`config.mk`:
```
export PLATFORM = sky130hd
export DESIGN_NAME = ovc_vbus_ctrl
export DESIGN_NICKNAME = d
export VERILOG_FILES = /design/src/pkg/ovc_pkg.sv /design/src/rtl/ovc_sync2.sv /design/src/rtl/ovc_vbus_select.sv /design/src/rtl/ovc_vbus_ctrl.sv
export SDC_FILE = /design/constraint.sdc
export NUM_CORES = 1
export LEC_CHECK = 0
export BUFFER_PORTS_ARGS = -buffer_cell sky130_fd_sc_hd__buf_2
export CORE_ASPECT_RATIO = 0.6
export CORE_MARGIN = 2
export CORE_UTILIZATION = 50
export CTS_CLUSTER_DIAMETER = 40
export DETAILED_ROUTE_END_ITERATION = 10
export PLACE_DENSITY = 0.83
export SLEW_MARGIN = 10
export SYNTH_ARGS = -nofsm -noshare
export SYNTH_HDL_FRONTEND = slang
export SYNTH_HIERARCHICAL = 1
export SYNTH_SLANG_ARGS = --single-unit
```
`constraint.sdc`:
```
create_clock -name ref_clk -period 2.35 [get_ports ref_clk]
set_input_delay 0.235 -clock ref_clk [delete_from_list [all_inputs] [get_ports ref_clk]]
set_output_delay 0.235 -clock ref_clk [all_outputs]
set_load 0.05 [all_outputs]
```
`src/pkg/ovc_pkg.sv`:
```
package ovc_pkg;

  // Register indices; the AHB byte address is four times the index
  localparam logic [3:0] IDX_OTG_CTRL = 4'h0;
  localparam logic [3:0] IDX_INT_EN_RISE = 4'h1;
  localparam logic [3:0] IDX_INT_EN_FALL = 4'h2;
  localparam logic [3:0] IDX_INT_STATUS = 4'h3;
  localparam logic [3:0] IDX_IO_PWR = 4'h4;
  localparam logic [3:0] IDX_EXT_IND = 4'h5;
  localparam logic [3:0] IDX_EVT_STATUS = 4'h6;
  localparam logic [3:0] IDX_EVT_MASK = 4'h7;
  localparam logic [3:0] IDX_LATENCY = 4'h8;
  localparam logic [3:0] IDX_LAST = 4'h8;

  // OTG control fields
  localparam int OTG_DISCHARGE_BIT = 3;
  localparam int OTG_CHARGE_BIT = 4;
  localparam int OTG_DRV_BIT = 5;
  localparam int OTG_DRV_EXT_BIT = 6;
  localparam logic [7:0] OTG_CTRL_RST = 8'h00;

  // Interrupt enable and status fields
  localparam int INT_VBUS_BIT = 1;
  localparam int INT_SESS_BIT = 2;
  localparam logic [7:0] INT_EN_RST = 8'h1F;

  // IO and power management fields
  localparam int IOP_UART_MODE_BIT = 0;
  localparam int IOP_UART_LVL_LSB = 1;
  localparam int IOP_DP_PU_BIT = 3;
  localparam int IOP_DM_PU_BIT = 4;
  localparam logic [7:0] IO_PWR_RST = 8'h00;
  localparam logic [1:0] REG_LEVEL_NORMAL = 2'h0;

  // External indicator control fields
  localparam int EXT_USE_BIT = 0;
  localparam int EXT_PASS_BIT = 1;
  localparam int EXT_COMP_BIT = 2;
  localparam logic [7:0] EXT_IND_RST = 8'h00;

  // Event bits
  localparam int EVT_VBUS_CHG = 0;
  localparam int EVT_TX_START = 1;
  localparam int EVT_UART_ENTER = 2;
  localparam int EVT_LINK_WRITE = 3;
  localparam logic [7:0] EVT_RST = 8'h00;

  // Receive end latency in high-speed clocks
  localparam logic [7:0] RX_END_LATENCY = 8'h2B;
  localparam logic [7:0] RX_END_LATENCY_MAX = 8'h3F;

  // ULPI command codes in bits 7:6
  localparam logic [1:0] CMD_TRANSMIT = 2'h1;
  localparam logic [1:0] CMD_REG_WRITE = 2'h2;
  localparam logic [1:0] CMD_REG_READ = 2'h3;

  typedef struct packed {
    logic en;
    logic [3:0] idx;
    logic [7:0] data;
  } ovc_reg_wr_s;

  typedef enum logic [3:0] {
    ULPI_IDLE,
    ULPI_WDATA,
    ULPI_WSTOP,
    ULPI_TX,
    ULPI_RTURN,
    ULPI_RDATA,
    ULPI_XTURN,
    ULPI_XCMD,
    ULPI_BACK
  } ovc_ulpi_state_e;

endpackage

```
`src/rtl/ovc_sync2.sv`:
```
`timescale 1ns/10ps
module ovc_sync2
  import ovc_pkg::*;
#(
  parameter int WIDTH = 4
)
(
  // Clock and reset
  input wire logic ref_clk,
  input wire logic reset,
  // Asynchronous levels in, synchronised levels out
  input wire logic [WIDTH-1:0] asyncIn,
  output logic [WIDTH-1:0] syncOut
);

  logic [WIDTH-1:0] stage1;

  always_ff @(posedge ref_clk)
  begin
    if (reset)
    begin
      stage1 <= '0;
      syncOut <= '0;
    end
    else
    begin
      stage1 <= asyncIn;
      syncOut <= stage1;
    end
  end

endmodule

```
`src/rtl/ovc_vbus_select.sv`:
```
`timescale 1ns/10ps
module ovc_vbus_select
  import ovc_pkg::*;
(
  // Configuration
  input wire logic [7:0] intEnRise,
  input wire logic [7:0] intEnFall,
  input wire logic [7:0] extInd,
  // Synchronised comparator
  input wire logic vbusSync,
  // Results
  output logic cmpEnable,
  output logic statusVbus,
  output logic rxVbus
);

  logic useExt;
  logic passThru;
  logic complement;

  assign useExt = extInd[EXT_USE_BIT];
  assign passThru = extInd[EXT_PASS_BIT];
  assign complement = extInd[EXT_COMP_BIT];
  // Comparator off only when both edge enables are clear
  assign cmpEnable = intEnRise[INT_VBUS_BIT] | intEnFall[INT_VBUS_BIT];
  assign statusVbus = cmpEnable & vbusSync;

  always_comb
  begin
    if (!useExt)
      rxVbus = statusVbus;
    else if (passThru)
      rxVbus = !complement;
    else
      rxVbus = complement ? 1'b0 : statusVbus;
  end

endmodule

```
`src/rtl/ovc_vbus_ctrl.sv`:
```
// Operation
// - Clearing the VBUS-valid bit in both interrupt enable registers disables the comparator and status bit 1 reads 0.
// - After reset the RXCMD VBUS-valid value comes from the internal comparator.
// - With the external indicator on, pass-through without complement gives 1, complement gives 0 and neither gives the comparator.
// - The discharge resistor is connected exactly while OTG control bit 3 is set.
// - The charge pull-up is connected exactly while OTG control bit 4 is set.
// - The supply enable output is the OR of the two drive bits.
// - The supply enable output is active high.
// - Entering UART mode switches the regulator output to the UART level field.
// - In UART mode the line state is not shown on data bits 1 and 0.
// - The charger pull-ups are off while the active-low reset pin is low and follow their enables otherwise.
// - The receive end latency is 43 clocks, below the maximum of 63.
// - One protocol unit decodes link commands and routes them to the transmitter or the registers.
// - DIR is high while the device owns the bus and low while it watches for link commands.
`timescale 1ns/10ps
module ovc_vbus_ctrl
  import ovc_pkg::*;
(
  // Clock and reset
  input wire logic ref_clk,
  input wire logic reset,
  // AHB-Lite slave
  input wire logic hsel,
  input wire logic [31:0] haddr,
  input wire logic [1:0] htrans,
  input wire logic hwrite,
  input wire logic [2:0] hsize,
  input wire logic [31:0] hwdata,
  input wire logic hready,
  output logic [31:0] hrdata,
  output logic hreadyout,
  output logic hresp,
  output logic irq,
  // ULPI
  input wire logic [7:0] ulpiDataIn,
  output logic [7:0] ulpiDataOut,
  output logic ulpiDataOe,
  output logic ulpiDir,
  output logic ulpiNxt,
  input wire logic ulpiStp,
  // Transmitter
  output logic [7:0] txData,
  output logic txValid,
  input wire logic txReady,
  // Analog side
  input wire logic vbusValidCmp,
  input wire logic sessionValidCmp,
  input wire logic [1:0] lineState,
  input wire logic activeLowReset,
  output logic vbusDischarge,
  output logic vbusCharge,
  output logic vbusSupplyEnableOut,
  output logic dpChargerPullup,
  output logic dmChargerPullup,
  output logic [1:0] regulatorLevel,
  output logic [7:0] rxEndLatency
);

  logic [7:0] otgCtrl;
  logic [7:0] intEnRise;
  logic [7:0] intEnFall;
  logic [7:0] ioPwr;
  logic [7:0] extInd;
  logic [7:0] evtStatus;
  logic [7:0] evtMask;
  logic [3:0] analogSync;
  logic vbusSync;
  logic sessSync;
  logic [1:0] lineSync;
  logic cmpEnable;
  logic statusVbus;
  logic rxVbus;
  logic dpValid;
  logic dpWrite;
  logic dpMapped;
  logic [3:0] dpIdx;
  logic addrPhase;
  logic addrMapped;
  ovc_reg_wr_s busWr;
  ovc_reg_wr_s linkWr;
  ovc_reg_wr_s regWr;
  ovc_ulpi_state_e state;
  ovc_ulpi_state_e next_state;
  logic [5:0] linkAddr;
  logic [7:0] rxcmdByte;
  logic [7:0] lastRxcmd;
  logic lastRxVbus;
  logic uartPrev;
  logic linkCmd;
  logic [1:0] cmdCode;
  logic txAccept;
  logic [7:0] evtSet;

  function automatic logic idxOk(input logic [5:0] a);
    idxOk = (a[5:4] == 2'h0) && (a[3:0] <= IDX_LAST);
  endfunction

  function automatic logic [7:0] regRead(input logic [3:0] idx);
    case (idx)
      IDX_OTG_CTRL: regRead = otgCtrl;
      IDX_INT_EN_RISE: regRead = intEnRise;
      IDX_INT_EN_FALL: regRead = intEnFall;
      IDX_INT_STATUS: regRead = {5'h00, sessSync, statusVbus, 1'b0};
      IDX_IO_PWR: regRead = ioPwr;
      IDX_EXT_IND: regRead = extInd;
      IDX_EVT_STATUS: regRead = evtStatus;
      IDX_EVT_MASK: regRead = evtMask;
      IDX_LATENCY: regRead = rxEndLatency;
      default: regRead = 8'h00;
    endcase
  endfunction

  ovc_sync2 #(.WIDTH(4)) uSync (
    .ref_clk(ref_clk),
    .reset(reset),
    .asyncIn({lineState, sessionValidCmp, vbusValidCmp}),
    .syncOut(analogSync)
  );
  assign vbusSync = analogSync[0];
  assign sessSync = analogSync[1];
  assign lineSync = analogSync[3:2];

  ovc_vbus_select uSelect (
    .intEnRise(intEnRise),
    .intEnFall(intEnFall),
    .extInd(extInd),
    .vbusSync(vbusSync),
    .cmpEnable(cmpEnable),
    .statusVbus(statusVbus),
    .rxVbus(rxVbus)
  );

  // AHB-Lite slave: zero wait states, always OKAY
  assign hreadyout = 1'b1;
  assign hresp = 1'b0;
  assign addrPhase = hsel && hready && htrans[1];
  assign addrMapped = (haddr[31:6] == 26'h0) && (haddr[1:0] == 2'h0) && idxOk({2'h0, haddr[5:2]});

  always_ff @(posedge ref_clk)
  begin
    if (reset)
    begin
      dpValid <= 1'b0;
      dpWrite <= 1'b0;
      dpMapped <= 1'b0;
      dpIdx <= 4'h0;
      hrdata <= 32'h0000_0000;
    end
    else if (hready)
    begin
      dpValid <= addrPhase;
      dpWrite <= hwrite;
      dpMapped <= addrMapped;
      dpIdx <= haddr[5:2];
      hrdata <= (addrPhase && !hwrite && addrMapped) ? {24'h00_0000, regRead(haddr[5:2])} : 32'h0000_0000;
    end
  end

  // Register writes: bus has priority over the link
  assign busWr = '{en: dpValid && dpWrite && dpMapped, idx: dpIdx, data: hwdata[7:0]};
  assign regWr = busWr.en ? busWr : linkWr;

  always_ff @(posedge ref_clk)
  begin
    if (reset)
    begin
      otgCtrl <= OTG_CTRL_RST;
      intEnRise <= INT_EN_RST;
      intEnFall <= INT_EN_RST;
      ioPwr <= IO_PWR_RST;
      extInd <= EXT_IND_RST;
      evtMask <= EVT_RST;
    end
    else if (regWr.en)
    begin
      case (regWr.idx)
        IDX_OTG_CTRL: otgCtrl <= regWr.data;
        IDX_INT_EN_RISE: intEnRise <= regWr.data;
        IDX_INT_EN_FALL: intEnFall <= regWr.data;
        IDX_IO_PWR: ioPwr <= regWr.data;
        IDX_EXT_IND: extInd <= regWr.data;
        IDX_EVT_MASK: evtMask <= regWr.data;
        default: ;
      endcase
    end
  end

  // Events; a new event wins over a write-one clear
  assign evtSet[EVT_VBUS_CHG] = rxVbus != lastRxVbus;
  assign evtSet[EVT_TX_START] = state == ULPI_IDLE && linkCmd && cmdCode == CMD_TRANSMIT && txReady;
  assign evtSet[EVT_UART_ENTER] = ioPwr[IOP_UART_MODE_BIT] && !uartPrev;
  assign evtSet[EVT_LINK_WRITE] = linkWr.en;
  assign evtSet[7:4] = 4'h0;

  always_ff @(posedge ref_clk)
  begin
    if (reset)
    begin
      evtStatus <= EVT_RST;
      lastRxVbus <= 1'b0;
      uartPrev <= 1'b0;
      irq <= 1'b0;
    end
    else
    begin
      if (regWr.en && regWr.idx == IDX_EVT_STATUS)
        evtStatus <= (evtStatus & ~regWr.data) | evtSet;
      else
        evtStatus <= evtStatus | evtSet;
      lastRxVbus <= rxVbus;
      uartPrev <= ioPwr[IOP_UART_MODE_BIT];
      irq <= |(evtStatus & evtMask);
    end
  end

  // Analog controls
  assign vbusDischarge = otgCtrl[OTG_DISCHARGE_BIT];
  assign vbusCharge = otgCtrl[OTG_CHARGE_BIT];
  assign vbusSupplyEnableOut = otgCtrl[OTG_DRV_BIT] | otgCtrl[OTG_DRV_EXT_BIT];
  assign dpChargerPullup = activeLowReset & ioPwr[IOP_DP_PU_BIT];
  assign dmChargerPullup = activeLowReset & ioPwr[IOP_DM_PU_BIT];
  assign regulatorLevel = ioPwr[IOP_UART_MODE_BIT] ? ioPwr[IOP_UART_LVL_LSB +: 2] : REG_LEVEL_NORMAL;
  assign rxEndLatency = RX_END_LATENCY;

  // ULPI protocol unit
  assign rxcmdByte = {4'h0, rxVbus ? 2'h3 : (sessSync ? 2'h2 : 2'h0),
    ioPwr[IOP_UART_MODE_BIT] ? 2'h0 : lineSync};
  assign linkCmd = ulpiDataIn != 8'h00;
  assign cmdCode = ulpiDataIn[7:6];
  assign ulpiDir = !(state == ULPI_IDLE || state == ULPI_WDATA || state == ULPI_WSTOP
    || state == ULPI_TX || state == ULPI_BACK);
  assign txAccept = txReady && ((state == ULPI_IDLE && linkCmd && cmdCode == CMD_TRANSMIT)
    || (state == ULPI_TX && !ulpiStp));
  assign ulpiNxt = txAccept || state == ULPI_WDATA
    || (state == ULPI_IDLE && linkCmd && cmdCode[1]);
  assign linkWr = '{en: state == ULPI_WDATA && idxOk(linkAddr), idx: linkAddr[3:0], data: ulpiDataIn};

  always_comb
  begin
    next_state = state;
    unique case (state)
      ULPI_IDLE:
        if (linkCmd)
        begin
          if (cmdCode == CMD_REG_WRITE)
            next_state = ULPI_WDATA;
          else if (cmdCode == CMD_REG_READ)
            next_state = ULPI_RTURN;
          else if (cmdCode == CMD_TRANSMIT && txReady)
            next_state = ULPI_TX;
        end
        else if (rxcmdByte != lastRxcmd)
          next_state = ULPI_XTURN;
      ULPI_WDATA: next_state = ULPI_WSTOP;
      ULPI_WSTOP: next_state = ULPI_IDLE;
      ULPI_TX: next_state = ulpiStp ? ULPI_IDLE : ULPI_TX;
      ULPI_RTURN: next_state = ULPI_RDATA;
      ULPI_RDATA: next_state = ULPI_BACK;
      ULPI_XTURN: next_state = ULPI_XCMD;
      ULPI_XCMD: next_state = ULPI_BACK;
      ULPI_BACK: next_state = ULPI_IDLE;
    endcase
  end

  always_ff @(posedge ref_clk)
  begin
    if (reset)
    begin
      state <= ULPI_IDLE;
      linkAddr <= 6'h00;
      lastRxcmd <= 8'h00;
      ulpiDataOut <= 8'h00;
      ulpiDataOe <= 1'b0;
    end
    else
    begin
      state <= next_state;
      if (state == ULPI_IDLE && linkCmd)
        linkAddr <= ulpiDataIn[5:0];
      ulpiDataOe <= next_state == ULPI_RDATA || next_state == ULPI_XCMD;
      if (next_state == ULPI_RDATA)
        ulpiDataOut <= idxOk(linkAddr) ? regRead(linkAddr[3:0]) : 8'h00;
      else if (next_state == ULPI_XCMD)
      begin
        ulpiDataOut <= rxcmdByte;
        lastRxcmd <= rxcmdByte;
      end
    end
  end

  always_ff @(posedge ref_clk)
  begin
    if (reset)
    begin
      txData <= 8'h00;
      txValid <= 1'b0;
    end
    else
    begin
      txValid <= txAccept;
      if (txAccept)
        txData <= ulpiDataIn;
    end
  end
endmodule

```
==> results.py <==
metrics = {
    "outcome": {
        "status": "complete, no violations",
    },
    "grt": {
        "grt_antenna_before_repair": 0,
        "gr-total-overflow": 0,
        "grt_max_degree": 122,
        "grt_pass1_vias": 5219,
        "grt_use_total_pct": 28.2,
        "grt_pass1_wl_um": 28300,
    },
    "setup_path": {
        "rr_endpoint": "ulpiDataOut[0]",
        "cp-end-kind": "flip-flop",
        "criticalPathCategory": "flip-flop to flip-flop",
        "rrSetupSlack_ns": 0.11,
        "cp_max_fo": 8,
        "worstPathRequired_ns": 2.68,
        "critical_path_arrival_ns": 2.58,
        "ff2ff_path_depth": 5,
        "setup.worst_path.start_class": "flip-flop",
        "r2r_start": "state[2]",
    },
    "die": {
        "initial_core_util_pct": 50.9,
        "coreArea_mm2": 0.0119,
        "die_y_um": 89.5,
        "fp.dieW_um": 146,
        "num_io_pins": 159,
        "row_count": 31,
        "dieArea_mm2": 0.0131,
    },
    "clock_network": {
        "numCtsBuffers": 17,
        "clockBufferDepth": 2,
        "htree_levels": 4,
        "cts_tree": "yes",
        "hold_buffers": 0,
        "cts_setup_buffers": 0,
        "insertion_delay_ns": 0.41,
        "cts.sinks": 114,
        "path_clk_slew_ns": 0.05,
        "cts_root_buffer": "clkbuf_16",
    },
    "sta": {
        "max_freq_mhz": 446,
        "rsz0062_at_grt": "no",
        "setup_viol": 0,
        "hold_viol_final": 0,
        "period_share_pct": 95.3,
        "period_needed_ns": 2.24,
        "setup_tns_ns": 0,
        "clock_skew_ns": 0.00780,
        "max_slew_margin_pct": 47.1,
        "fin_ws_ns": 0.110,
        "worstMarginPinSlew_ns": 0.793,
        "maxSlewViolCount": 0,
    },
    "hold_path": {
        "whs_endpoint": "uSync/stage1[3]",
        "hp-start": "lineState[1]",
        "hp-class": "primary input to flip-flop",
        "min_path_cells": 2,
    },
    "detailed_routing": {
        "drtIter0Drc": 763,
        "first_pass_iters": 5,
        "via_per_inst": 5.84,
        "route.detailed.drc": 0,
        "vias": 5801,
        "routed_wl_um": 18400,
        "drtAntennaViolNets": 0,
        "routedWlPerCell_um": 18.5,
    },
    "pwr": {
        "p_per_area_mw_per_mm2": 827,
        "power_mw": 6.16,
        "power_leakage_nw": 3.03,
        "irDropWorstVdd_uv": 560,
    },
    "yosys": {
        "yosys_warnings": 6,
        "syn_inst": 708,
        "synth_area_per_cell_um2": 8.59,
        "synthesis.area_mm2": 0.00608,
    },
    "cells_and_area": {
        "antenna_cells": 0,
        "syn_to_final_growth_pct": 22.4,
        "nFillCells": 1028,
        "nNetsFinal": 905,
        "multiInputGateArea_mm2": 0.00346,
        "regArea_mm2": 0.00228,
        "instances_no_fill": 994,
        "drive_above_1_share_pct": 24.8,
        "final_area_mm2": 0.00745,
    },
    "placement": {
        "place_area_mm2": 0.00676,
        "dp_cells": 962,
        "place_congestion": 0.976,
        "hpwl_um": 13000,
        "pre_cts_slack_ns": 0.172,
        "port_buffers": 96,
    },
    "job": {
        "drv_cap": 0,
    },
}
## critical path, cell delays in order (launching register included)
cell,delay (ns)
dfxtp_1,0.63
nor4b_1,0.61
nand3_1,0.17
a41oi_2,0.39
o21ai_0,0.25
o21ai_0,0.12
## layout by cell type (no fill, tap or decap), types with 4 or more instances in the layout
master and count:
nand3b_1 7, a221oi_1 7, nand2b_1 23, nor2_1 77
a22o_1 4, clkbuf_16 17, mux4_2 4, nor3_1 10
mux2_2 11, and3_1 4, conb_1 34, a222oi_1 4
nor3b_1 6, inv_1 8, nand3_1 16, o211ai_1 5
bufinv_16 5, a21oi_1 42, nor4_1 6, a22oi_1 8
o31ai_1 5, nor2b_1 28, buf_4 43, dfxtp_1 113
buf_2 94, nand2_1 47, a211oi_1 23, o21ai_0 46
xnor2_1 4, mux2i_1 46, and2_1 6
## state kept, by name, indices dropped and copies added, names as in the netlist, 4 cells and up
name and flops:
state 4, otgCtrl 8, extInd 8, dpIdx 4, intEnFall 8, evtStatus 8, evtMask 8, linkAddr 6
hrdata 8, uSync/stage1 4, intEnRise 8, ioPwr 8, lastRxcmd 4, txData 8, ulpiDataOut 8, uSync/syncOut 4
## per-stage QoR
stage	hold slack, ns	utilization [%]
2_1_floorplan	0.307	-
3_3_place_gp	0.418	56.6
3_5_place_dp	0.424	56.6
4_1_cts	0.0326	62.1
5_1_grt	0.0290	62.4
6_report	0.0410	62.4
## worst max path at each step
stage / start / to
floorplan: state[0] / ulpiNxt
global placement: state[3] / extInd[4]
detailed placement: state[3] / extInd[0]
CTS: state[0] / ulpiNxt
global route: state[2] / ulpiDataOut[0]
finish: state[2] / ulpiDataOut[0]
## what timing repair did
| item | in CTS | in global routing |
|---|---|---|
| endpoints found under the setup margin | 1 | 2 |
| gates resized for setup | 3 | 8 |
| pin swaps | 0 | 0 |
## power breakdown
part	internal (mW)	total, mW	leakage [nW]	switching [mW]
Combinational	0.445	1.24	1.79	0.796
Clock	1.93	2.82	0.310	0.886
Sequential	2.02	2.10	0.925	0.0885
## layout make-up
class	count	share of cell area, %
Multi-Input combinational cell	536	46.5
Sequential cell	114	30.7
Timing Repair Buffer	139	11.0
Clock buffer	22	6.23
Tap cell	165	2.77
Clock inverter	10	2.42
Inverter	8	0.403
## per-layer routing
metal	GRT usage, %	part of all wire, %
met5	0	0
met4	7.68	1.5
met3	10.4	14
met2	41.8	42
met1	38.9	43
(Power assumes the default switching activity.)
